[src/rtl/prd_pkg.sv]
package prd_pkg;
	// Counts of PLLs, spread-capable PLLs and post-divided output banks.
	localparam int PRD_NUM_PLL = 3;
	localparam int PRD_NUM_SS = 2;
	localparam int PRD_NUM_BANK = 5;

	// Register byte addresses on the configuration port.
	localparam logic [7:0] PRD_ADDR_DRIVE = 8'h06;
	localparam logic [7:0] PRD_ADDR_LOAD = 8'h07;
	localparam logic [7:0] PRD_ADDR_PRE0 = 8'h10;
	localparam logic [7:0] PRD_ADDR_FB0 = 8'h18;
	localparam logic [7:0] PRD_ADDR_POST0 = 8'h20;
	localparam logic [7:0] PRD_ADDR_OUT1SRC = 8'h2a;
	localparam logic [7:0] PRD_ADDR_REFSEL = 8'h34;
	localparam logic [7:0] PRD_ADDR_MFC = 8'h35;
	localparam logic [7:0] PRD_ADDR_STATUS = 8'h36;
	localparam logic [7:0] PRD_ADDR_TSSC0 = 8'h60;
	localparam logic [7:0] PRD_ADDR_SSOFF0 = 8'h61;
	localparam logic [7:0] PRD_ADDR_SS_STRIDE = 8'h08;

	// Field positions inside the byte registers.
	localparam int PRD_PRIM_BIT = 0;
	localparam int PRD_SM_LSB = 6;
	localparam int PRD_A_LSB = 4;
	localparam int PRD_SRC_LSB = 4;

	// Reset values and fixed constants.
	localparam logic [1:0] PRD_DRIVE_RST = 2'h3;
	localparam logic [7:0] PRD_LOAD_RST = 8'h00;
	localparam logic [7:0] PRD_PRE_RST = 8'h01;
	localparam logic [8:0] PRD_LOAD_BASE = 9'h01c;
	localparam logic [1:0] PRD_MFC_NO_PIN = 2'h2;
	localparam logic [1:0] PRD_SRC_NONE = 2'h3;

	// Software-visible settings.
	typedef struct packed {
		logic [1:0] drive;
		logic [7:0] cap;
		logic primsel;
		logic [1:0] swmode;
		logic [1:0] manual_frequency_control;
		logic [1:0] out1src;
		logic [PRD_NUM_PLL-1:0][7:0] pre;
		logic [PRD_NUM_PLL-1:0][11:0] n;
		logic [PRD_NUM_SS-1:0][3:0] a;
		logic [PRD_NUM_SS-1:0][5:0] ssoff;
		logic [PRD_NUM_SS-1:0][3:0] tssc;
		logic [PRD_NUM_BANK-1:0][9:0] q;
		logic [PRD_NUM_BANK-1:0][1:0] src;
	} prd_cfg_t;

	localparam prd_cfg_t PRD_CFG_RST = '{drive: PRD_DRIVE_RST, cap: PRD_LOAD_RST,
		pre: {PRD_NUM_PLL{PRD_PRE_RST}}, default: '0};

	// Whole state of the block.
	typedef struct packed {
		prd_cfg_t cfg;
		prd_cfg_t act;
		logic sel_aux;
		logic [1:0] ref_prev;
		logic [PRD_NUM_PLL-1:0] vco_prev;
		logic [PRD_NUM_PLL-1:0][7:0] pre_cnt;
		logic [PRD_NUM_PLL-1:0] pfd;
		logic [PRD_NUM_PLL-1:0] pwr;
		logic [PRD_NUM_BANK-1:0][10:0] post_cnt;
		logic [PRD_NUM_BANK-1:0] bank;
		logic out1;
		logic [PRD_NUM_SS-1:0][19:0] fb;
		logic [11:0] fb2;
		logic [8:0] load;
		logic [7:0] rdata;
	} prd_state_t;
endpackage

[src/rtl/prd_top.sv]
// Notes on behaviour
// - Primary bit 0 crystal input, 1 aux.
// - Select pin low primary, high secondary, while the mode field's upper bit is clear.
// - Pin ignored in manual frequency mode 2.
// - Load is 3.5pF plus code times 0.125pF.
// - Per-PLL 8-bit pre-scaler divides reference.
// - Pre-scaler zero powers PLL and banks down.
// - Ratio is twice coarse plus fine plus one.
// - PLL2 ratio is coarse value alone.
// - Spread on folds offset into ratio.
// - Banks 2-6 post-divide, bank 1 none.
// - Banks 2-6 add fixed divide by two.
// - Divider rewrites may glitch outputs.
`timescale 1ns/1ps
module prd_top
	import prd_pkg::*;
(
	// Clock and reset.
	input wire logic CLK,
	input wire logic RESET,
	// Configuration port.
	input wire logic CFG_WR,
	input wire logic [7:0] CFG_ADDR,
	input wire logic [7:0] CFG_WDATA,
	output logic [7:0] CFG_RDATA,
	// Reference inputs and select pin.
	input wire logic CRYSTAL_OR_REF_INPUT,
	input wire logic AUX_REFERENCE_INPUT,
	input wire logic GENERAL_INPUT_FIVE,
	// Oscillator clocks of the three PLLs.
	input wire logic [PRD_NUM_PLL-1:0] VCO_CLK,
	// Reference and PLL control outputs.
	output logic REF_SELECT_AUX,
	output logic [PRD_NUM_PLL-1:0] PFD_TICK,
	output logic [PRD_NUM_PLL-1:0] PLL_POWERED,
	output logic [19:0] FB_RATIO0_X64,
	output logic [19:0] FB_RATIO1_X64,
	output logic [11:0] FB_RATIO2,
	// Crystal oscillator settings.
	output logic [8:0] CRYSTAL_LOAD_EIGHTHS_PF,
	output logic [1:0] CRYSTAL_DRIVE_STRENGTH,
	// Output bank clocks.
	output logic OUT1_CLK,
	output logic [PRD_NUM_BANK-1:0] BANK_CLK
);

	// Which input should be the reference, given settings and the select pin.
	function automatic logic want_aux(prd_cfg_t c, logic pin);
		logic secondary;
		secondary = !c.swmode[1] && (c.manual_frequency_control != PRD_MFC_NO_PIN) && pin;
		return c.primsel ^ secondary;
	endfunction

	// Feedback ratio of a spread-capable PLL in units of 1/64.
	function automatic logic [19:0] fb_x64(logic [11:0] n, logic [3:0] a, logic [5:0] off,
		logic [3:0] tssc);
		logic [13:0] base;
		// A zero fine code is minus one, which cancels the plus one.
		base = {1'b0, n, 1'b0} + {10'h000, a} + {13'h0000, a != 4'h0};
		return {base, (tssc != 4'h0) ? off : 6'h00};
	endfunction

	// Read decode of the configuration registers.
	function automatic logic [7:0] reg_read(prd_cfg_t c, logic [7:0] stat, logic [7:0] adr);
		logic [7:0] d;
		d = 8'h00;
		case (adr)
			PRD_ADDR_DRIVE: d = {6'h00, c.drive};
			PRD_ADDR_LOAD: d = c.cap;
			PRD_ADDR_REFSEL: d = {c.swmode, 5'h00, c.primsel};
			PRD_ADDR_MFC: d = {6'h00, c.manual_frequency_control};
			PRD_ADDR_OUT1SRC: d = {6'h00, c.out1src};
			PRD_ADDR_STATUS: d = stat;
			default: d = 8'h00;
		endcase
		for (int p = 0; p < PRD_NUM_PLL; p++)
		begin
			if (adr == PRD_ADDR_PRE0 + 8'(p))
				d = c.pre[p];
			if (adr == PRD_ADDR_FB0 + 8'(2 * p))
				d = c.n[p][7:0];
			if (adr == PRD_ADDR_FB0 + 8'(2 * p + 1))
				d = {(p < PRD_NUM_SS) ? c.a[p % PRD_NUM_SS] : 4'h0, c.n[p][11:8]};
		end
		for (int p = 0; p < PRD_NUM_SS; p++)
		begin
			if (adr == PRD_ADDR_TSSC0 + 8'(p) * PRD_ADDR_SS_STRIDE)
				d = {4'h0, c.tssc[p]};
			if (adr == PRD_ADDR_SSOFF0 + 8'(p) * PRD_ADDR_SS_STRIDE)
				d = {2'h0, c.ssoff[p]};
		end
		for (int k = 0; k < PRD_NUM_BANK; k++)
		begin
			if (adr == PRD_ADDR_POST0 + 8'(2 * k))
				d = c.q[k][7:0];
			if (adr == PRD_ADDR_POST0 + 8'(2 * k + 1))
				d = {2'h0, c.src[k], 2'h0, c.q[k][9:8]};
		end
		return d;
	endfunction

	prd_state_t s_r; // Registered state.
	prd_state_t s_nxt; // Next state.
	logic ref_tick; // Rising edge of the selected reference.
	logic [PRD_NUM_PLL-1:0] vco_tick; // Rising edges of the oscillator clocks.
	logic [7:0] status; // Live status byte.

	// Edge detection on the synchronous inputs.
	assign ref_tick = s_r.sel_aux ? (AUX_REFERENCE_INPUT && !s_r.ref_prev[1])
		: (CRYSTAL_OR_REF_INPUT && !s_r.ref_prev[0]);
	assign vco_tick = VCO_CLK & ~s_r.vco_prev;
	assign status = {4'h0, s_r.pwr, s_r.sel_aux};

	// Next-state logic for registers, reference mux and all dividers.
	always_comb
	begin
		logic [1:0] src;
		logic live;
		src = 2'h0;
		live = 1'b0;
		s_nxt = s_r;
		s_nxt.ref_prev = {AUX_REFERENCE_INPUT, CRYSTAL_OR_REF_INPUT};
		s_nxt.vco_prev = VCO_CLK;
		s_nxt.pfd = '0;
		s_nxt.rdata = reg_read(s_r.cfg, status, CFG_ADDR);
		// Register writes land in the software copy only.
		if (CFG_WR)
		begin
			case (CFG_ADDR)
				PRD_ADDR_DRIVE: s_nxt.cfg.drive = CFG_WDATA[1:0];
				PRD_ADDR_LOAD: s_nxt.cfg.cap = CFG_WDATA;
				PRD_ADDR_REFSEL:
				begin
					s_nxt.cfg.primsel = CFG_WDATA[PRD_PRIM_BIT];
					s_nxt.cfg.swmode = CFG_WDATA[PRD_SM_LSB +: 2];
				end
				PRD_ADDR_MFC: s_nxt.cfg.manual_frequency_control = CFG_WDATA[1:0];
				PRD_ADDR_OUT1SRC: s_nxt.cfg.out1src = CFG_WDATA[1:0];
				default: ;
			endcase
			for (int p = 0; p < PRD_NUM_PLL; p++)
			begin
				if (CFG_ADDR == PRD_ADDR_PRE0 + 8'(p))
					s_nxt.cfg.pre[p] = CFG_WDATA;
				if (CFG_ADDR == PRD_ADDR_FB0 + 8'(2 * p))
					s_nxt.cfg.n[p][7:0] = CFG_WDATA;
				if (CFG_ADDR == PRD_ADDR_FB0 + 8'(2 * p + 1))
					s_nxt.cfg.n[p][11:8] = CFG_WDATA[3:0];
			end
			for (int p = 0; p < PRD_NUM_SS; p++)
			begin
				if (CFG_ADDR == PRD_ADDR_FB0 + 8'(2 * p + 1))
					s_nxt.cfg.a[p] = CFG_WDATA[PRD_A_LSB +: 4];
				if (CFG_ADDR == PRD_ADDR_TSSC0 + 8'(p) * PRD_ADDR_SS_STRIDE)
					s_nxt.cfg.tssc[p] = CFG_WDATA[3:0];
				if (CFG_ADDR == PRD_ADDR_SSOFF0 + 8'(p) * PRD_ADDR_SS_STRIDE)
					s_nxt.cfg.ssoff[p] = CFG_WDATA[5:0];
			end
			for (int k = 0; k < PRD_NUM_BANK; k++)
			begin
				if (CFG_ADDR == PRD_ADDR_POST0 + 8'(2 * k))
					s_nxt.cfg.q[k][7:0] = CFG_WDATA;
				if (CFG_ADDR == PRD_ADDR_POST0 + 8'(2 * k + 1))
				begin
					s_nxt.cfg.q[k][9:8] = CFG_WDATA[1:0];
					s_nxt.cfg.src[k] = CFG_WDATA[PRD_SRC_LSB +: 2];
				end
			end
		end
		// The active copy and the mux follow software only on a reference edge.
		// No shadowing beyond that: a half-written divider may glitch outputs.
		if (ref_tick)
		begin
			s_nxt.act = s_r.cfg;
			s_nxt.sel_aux = want_aux(s_r.cfg, GENERAL_INPUT_FIVE);
		end
		// Pre-scalers count reference edges; zero stops the PLL.
		for (int p = 0; p < PRD_NUM_PLL; p++)
		begin
			s_nxt.pwr[p] = s_r.act.pre[p] != 8'h00;
			if (s_r.act.pre[p] == 8'h00)
				s_nxt.pre_cnt[p] = 8'h00;
			else if (ref_tick)
			begin
				if (s_r.pre_cnt[p] + 8'h01 >= s_r.act.pre[p])
				begin
					s_nxt.pre_cnt[p] = 8'h00;
					s_nxt.pfd[p] = 1'b1;
				end
				else
					s_nxt.pre_cnt[p] = s_r.pre_cnt[p] + 8'h01;
			end
		end
		// Banks 2-6: half period of Q+2 oscillator edges, then a toggle.
		for (int k = 0; k < PRD_NUM_BANK; k++)
		begin
			src = s_r.act.src[k];
			live = (src != PRD_SRC_NONE) && s_r.pwr[src];
			if (!live)
			begin
				s_nxt.post_cnt[k] = 11'h000;
				s_nxt.bank[k] = 1'b0;
			end
			else if (vco_tick[src])
			begin
				if (s_r.post_cnt[k] >= {1'b0, s_r.act.q[k]} + 11'h001)
				begin
					s_nxt.post_cnt[k] = 11'h000;
					s_nxt.bank[k] = !s_r.bank[k];
				end
				else
					s_nxt.post_cnt[k] = s_r.post_cnt[k] + 11'h001;
			end
		end
		// Bank 1 follows its PLL oscillator with no division at all.
		src = s_r.act.out1src;
		s_nxt.out1 = (src != PRD_SRC_NONE) && s_r.pwr[src] && VCO_CLK[src];
		for (int p = 0; p < PRD_NUM_SS; p++)
			s_nxt.fb[p] = fb_x64(s_r.act.n[p], s_r.act.a[p], s_r.act.ssoff[p],
				s_r.act.tssc[p]);
		s_nxt.fb2 = s_r.act.n[2];
		s_nxt.load = PRD_LOAD_BASE + {1'b0, s_r.cfg.cap};
	end

	// State register.
	always_ff @(posedge CLK or posedge RESET)
	begin
		if (RESET)
			s_r <= '{cfg: PRD_CFG_RST, act: PRD_CFG_RST, pwr: '1, load: PRD_LOAD_BASE,
				default: '0};
		else
			s_r <= s_nxt;
	end

	// Outputs straight from the state register.
	assign CFG_RDATA = s_r.rdata;
	assign REF_SELECT_AUX = s_r.sel_aux;
	assign PFD_TICK = s_r.pfd;
	assign PLL_POWERED = s_r.pwr;
	assign FB_RATIO0_X64 = s_r.fb[0];
	assign FB_RATIO1_X64 = s_r.fb[1];
	assign FB_RATIO2 = s_r.fb2;
	assign CRYSTAL_LOAD_EIGHTHS_PF = s_r.load;
	assign CRYSTAL_DRIVE_STRENGTH = s_r.cfg.drive;
	assign OUT1_CLK = s_r.out1;
	assign BANK_CLK = s_r.bank;
endmodule

[config.mk]
export PLATFORM = sky130hd
export DESIGN_NAME = prd_top
export DESIGN_NICKNAME = d
export VERILOG_FILES = /design/src/rtl/prd_pkg.sv /design/src/rtl/prd_top.sv
export SDC_FILE = /design/constraint.sdc
export NUM_CORES = 1
export LEC_CHECK = 0
export BUFFER_PORTS_ARGS = -buffer_cell sky130_fd_sc_hd__buf_2
export CELL_PAD_IN_SITES_DETAIL_PLACEMENT = 1
export CELL_PAD_IN_SITES_GLOBAL_PLACEMENT = 1
export CORE_MARGIN = 3
export CORE_UTILIZATION = 53
export DETAILED_ROUTE_END_ITERATION = 6
export GPL_ROUTABILITY_DRIVEN = 0
export PLACE_DENSITY_LB_ADDON = 0.25
export SLEW_MARGIN = 20
export SYNTH_ARGS = -nofsm -noshare
export SYNTH_HDL_FRONTEND = slang
export SYNTH_SLANG_ARGS = --single-unit
[constraint.sdc]
create_clock -name CLK -period 24.8 [get_ports CLK]
set_input_delay 3.72 -clock CLK [delete_from_list [all_inputs] [get_ports CLK]]
set_output_delay 3.72 -clock CLK [all_outputs]
set_load 0.005 [all_outputs]
Word-level counts from Yosys, hierarchy flattened
Cells that the tools add are included.
- output and inout port bits: 84
- input port bits: 25
- bits in registers: 481
- logic and storage cells: 328
- muxes and demuxes: 99
- bitwise logic cells: 3
- equality and inequality tests: 46
- magnitude comparators: 14
- add/subtract/negate cells: 18
- reduce and logical (&&, ||, !) cells: 65
- operators with widths (kind ; number):
    $mux 8 ; 32
    $mux 11 ; 15
    $eq 8x6->1 const B ; 14
    $eq 8x5->1 const B ; 9
    $reduce_and 2->1 ; 33
    $add 10x1->11 const B ; 5
    $add 11x1->11 const B ; 5
    $ge 11x11->1 ; 5
    $pmux 8 s6 ; 1
    $mux 1 ; 37
    $eq 8x7->1 const B ; 4
    $add 13x4->14 ; 2
    $add 14x1->14 ; 2
    $add 8x1->8 const B ; 3
    $bmux 1 s2 ; 12
    $ge 8x8->1 ; 3
    $logic_not 8->1 ; 3
    $reduce_bool 8->1 ; 3
    $ne 2x1->1 const B ; 10
    $lt 2x3->1 const B ; 6
    $eq 8x3->1 const B ; 2
    $reduce_bool 4->1 ; 4
    $ne 2x2->1 const B ; 7
    $mux 6 ; 2
    7 further kinds ; 26

Longest topological paths before layout
- depth in word-level cells: 25
- gate-level depth with buffers: 13
- mapped depth without buffers: 12

Least setup slack after synthesis
No wires, ideal clock.
- kind: input to register
- start point: in CFG_ADDR[6]
- end point: reg s_r, in the netlist CFG_RDATA[3]
- stages on the path: 9
- buffers on the path: 2
- path slack: 19.231 ns
- library setup time: 0.140 ns
- required time: 24.660 ns
- data arrival time: 5.429 ns
- path through: buf_2 or4b_1 buf_6 nor2_4 o21ai_0 o21ai_0 a21oi_1 a2111oi_0 o211ai_1
- RTL lines (element ; line ; RTL):
    start, declared ; prd_top.sv:23 ; input wire logic [7:0] CFG_ADDR,
    end signal, assigned ; prd_top.sv:229 ; s_r <= '{cfg: PRD_CFG_RST, act: PRD_CFG_RST, pwr: '1, load: PRD_LOAD_BASE,
    end signal, assigned ; prd_top.sv:232 ; s_r <= s_nxt;
    end, declared ; prd_top.sv:102 ; prd_state_t s_r;

Worst setup path in the final report
- start point: in CRYSTAL_OR_REF_INPUT
- end point: reg s_r[136] (netlist name)
- word-level cells in the longest chain between the ends: 3
- ends and longest elaborated chain (element ; line ; RTL):
    start, declared ; prd_top.sv:27 ; input wire logic CRYSTAL_OR_REF_INPUT,
    $logic_and 1x1->1 ; prd_top.sv:110 ; : (CRYSTAL_OR_REF_INPUT && !s_r.ref_prev[0]);
    $mux 1 ; prd_top.sv:109 ; assign ref_tick = s_r.sel_aux ? (AUX_REFERENCE_INPUT && !s_r.ref_prev[1])
    $reduce_bool 2->1 (no line) ; - ;
Every way passes these cells.
A chain may end at the register's enable or synchronous reset.

==> summary.md <==
| Metric | Value |
|---|---|
| DRT Wirelength | `68580 um` |
| Initial DRC count | `1317` |
| Final critical-path share of the clock period | `0.2441` |
| WS Path Type | `primary input to flip-flop` |
| P_sw | `0.5533 mW` |
| Hold depth | `0` |
| Antenna-violating nets left | `0` |
| Number of cells upsized or downsized after cts | `0` |
| Crit Path Max Fanout | `92` |
| Post-DP Area | `24640 sq um` |
| Global-route wire length before repair | `110000 um` |
| Logic pwr share | `0.130` |
| Commonest non-fill, non-tap cells in the layout | `nand2_1, dfrtp_1, mux2_2` |
| Num CTS Buffers | `51` |
| All-Layer GR Usage | `0.2893` |
| RSZ-0062 raised after global routing | `false` |
| Chip Height | `219.8 um` |
| Most common flop cell mapped by yosys | `dfrtp_1` |
| CP required | `25.30 ns` |
| CP Capture Type | `flip-flop` |
| Synth Cell Area | `24220 sq um` |
| Status | `finished, final reports clean` |
| Synth async-reset ratio | `1.000` |
| Power per Cell Area | `74.79 nW/um^2` |
| Lkg Pwr | `12.90 nW` |
| Final Hold Viols | `0` |
| Clock root buffer | `clkbuf_16` |
| Peak VDD IR | `0.00006275 V` |
| Setup violators final | `0` |
| Worst path slowest cell | `buf_4` |
| H-tree levels | `2` |
| Synth Register Bits | `481` |
| Pin count of the biggest net entering global routing | `131` |
| Sequential share of power | `0.450` |
| Area of the die | `48300 sq um` |
| TritonRoute pass-1 iters | `5` |
| TNS Setup | `0 ns` |
| Vias in the first global route | `19660` |
| Area grow syn2layout | `9.355%` |
| CTS max path bufs | `3` |
| Tmin final | `6.053 ns` |
| Clock transition at path regs | `0.06 ns` |
| Slew headroom | `0.3076` |
| Insertion delay to the later sink of the worst-skew pair | `0.62 ns` |
| Clock sink total | `481` |
| Min-delay src | `s_nxt[24]$_DFFE_PP0P_` |
| Clk pwr share | `0.420` |
| Total congestion overflow | `0` |
| Post-CTS setup repair buffer count | `0` |
| Final instance area | `26490 sq um` |
| Clock tree from TritonCTS | `done` |
| Mapped Cells | `2376` |
| Critical path's top delay family | `buffers and inverters` |
| CP Cell Sequence | `buf_2 > nor3b_1 > a21o_4 > buf_4 > nor2_1 > mux2_2` |
| Max Freq | `165.2 MHz` |
| Die width | `219.8 um` |
| Worst Max-Slew Pin Slew | `1.025 ns` |
| Crit path from | `CRYSTAL_OR_REF_INPUT` |
| Hold/Removal Path Class | `flip-flop to flip-flop` |
| Fin util | `0.5925` |
| FP Rows | `77` |
| Most common cell after layout, fill and taps aside | `nand2_1` |
| Vias per cell | `5.998` |
| Syn Area/Cell | `10.19 sq um` |
| Crit Reg-Reg Startpoint | `s_r[177]$_DFFE_PP0P_` |
| Starting Density | `0.5418` |
| HPWL after DPL | `47270 um` |
| Max Slew Vio Count | `0` |
| R2r endpoint | `BANK_CLK[0]$_DFFE_PP0P_` |
| R2R Setup Slk | `21.11 ns` |
| Filler cell count in the final layout | `4849` |
| Port Buffer Count | `108` |
| Max-cap viol count | `0` |
| Hold Buf Count CTS | `0` |
| Worst Setup Start Kind | `primary input` |
| IO Pins | `109` |
| Critical Path Stages | `6` |
| Core area | `44700 sq um` |
| Post-synth EDFFs | `0` |
| Max incr delay on CP | `0.81 ns` |
| Hold path endpoint | `FB_RATIO2[7]$_DFF_PP0_` |
| Post-synth cell types | `81` |
| Register area share after synthesis | `0.4977` |
| WL/cell | `22.74 um` |
| Layout net count | `2508` |
| Yosys warns | `0` |
| Syn Nets | `2504` |
| Initial antenna violation count | `6` |
| Internal | `1.428 mW` |
| Switching share of power | `0.2793` |
| Worst Path Arrival | `6.55 ns` |
| DRC | `0` |
| Bufs and invs on worst path | `2` |
| R2r worst-path depth | `11` |
| Share of cells above drive strength 1 | `0.1739` |
| Clock skew | `0.03129 ns` |
| Routed vias | `18090` |
==> area by class of cell <==
class,count,area (sq um),share of cell area
well taps,592,740.7,0.02797
repair buffers,119,626.9,0.02367
inverters,83,319.1,0.01205
diodes,3,7.507,0.0002834
flip-flops and latches,481,12050,0.4551
clock inverters,23,354.1,0.01337
clock buffers,71,1481,0.05593
multi-input cells,1644,10900,0.4116
==> cells in the mapped netlist (25+ instances only) <==
cell type | instances | area [sq um]
nand2_1 | 496 | 1862
dfrtp_1 | 467 | 11690
mux2_2 | 170 | 1914
nor2_1 | 112 | 420.4
ha_1 | 101 | 1264
nand3_1 | 90 | 450.4
buf_4 | 84 | 630.6
o21ai_0 | 84 | 420.4
inv_1 | 83 | 311.6
xnor2_1 | 70 | 613.1
clkbuf_1 | 68 | 255.2
xor2_1 | 51 | 446.7
a21oi_1 | 48 | 240.2
nor2b_1 | 38 | 237.7
and3_1 | 33 | 206.5
nor3_1 | 33 | 165.2
nand2b_1 | 26 | 162.7
a22o_1 | 25 | 219.0
mux2i_1 | 25 | 250.2
==> kinds of logic (layout without fill, tap and decap cells) <==
family                     after synthesis  count (layout)  synth area share
other                                    0               3                 0
xor gates and xnor gates               121             121           0.04375
and+or+nand+nor                        919             919            0.1749
buffers and inverters                  251             296           0.05295
adders and majority gates              103             103           0.05383
AOI/OAI and AO/OA                      306             306           0.08756
muxes                                  195             195           0.08937
DFF                                    481             481            0.4977
==> power by group through the flow <==
| stage | clock, mW | sequential (mW) | combinational (mW) |
|---|---|---|---|
| floorplan | 0 | 0.881 | 0.196 |
| global placement | 0 | 0.900 | 0.240 |
| detailed placement | 0 | 0.903 | 0.254 |
| CTS | 0.844 | 0.891 | 0.260 |
| global route | 0.883 | 0.897 | 0.289 |
| finish | 0.832 | 0.892 | 0.258 |
==> worst reg2reg max path: stages, from the launching register on <==
cell and delay [ns]:
dfrtp_1 0.40, ha_1 0.24, and3_1 0.25, nand3_1 0.12, xor2_1 0.17, ha_1 0.30
a21o_1 0.17, a21o_1 0.18, a22oi_1 0.19, nor4bb_1 0.91, nor2_1 0.39, mux2i_1 0.20
==> sequential cells by signal, indices dropped and copies added (netlist names), 2 cells and up <==
signal	count
FB_RATIO1_X64	20
s_nxt	12
CRYSTAL_LOAD_EIGHTHS_PF	9
PLL_POWERED	3
CRYSTAL_DRIVE_STRENGTH	2
s_r	385
BANK_CLK	5
CFG_RDATA	8
FB_RATIO0_X64	20
FB_RATIO2	12
PFD_TICK	3
==> worst max path at each step <==
stage	endpoint	slack, ns
after floorplan	BANK_CLK[0]$_DFFE_PP0P_	7.68
after global placement	s_r[136]$_DFFE_PP0P_	18.26
after detailed placement	s_r[136]$_DFFE_PP0P_	18.06
after CTS	s_r[136]$_DFFE_PP0P_	18.68
after global routing	s_r[136]$_DFFE_PP0P_	18.44
final	s_r[136]$_DFFE_PP0P_	18.75
==> stage by stage <==
| stage | power [mW] | hold slack [ns] | worst slack, ns | cells |
|---|---|---|---|---|
| after floorplan | 1.077 | 0.3535 | 7.682 | 2376 |
| after global placement | 1.140 | 0.3634 | 18.26 | 2919 |
| after detailed placement | 1.158 | 0.3650 | 18.06 | 2919 |
| after CTS | 1.995 | 0.3864 | 18.68 | 3013 |
| after global routing | 2.069 | 0.3964 | 18.44 | 3015 |
| final | 1.981 | 0.3848 | 18.75 | 3016 |
==> per-layer routing <==
metal / routed length [um] / vias up / track usage
li1: - / 8140 / -
met1: 27790 / 9302 / 0.3553
met2: 34990 / 466 / 0.5177
met3: 3201 / 175 / 0.04302
met4: 2547 / 6 / 0.1067
met5: 40 / - / 0
(Power assumes the default switching activity.)
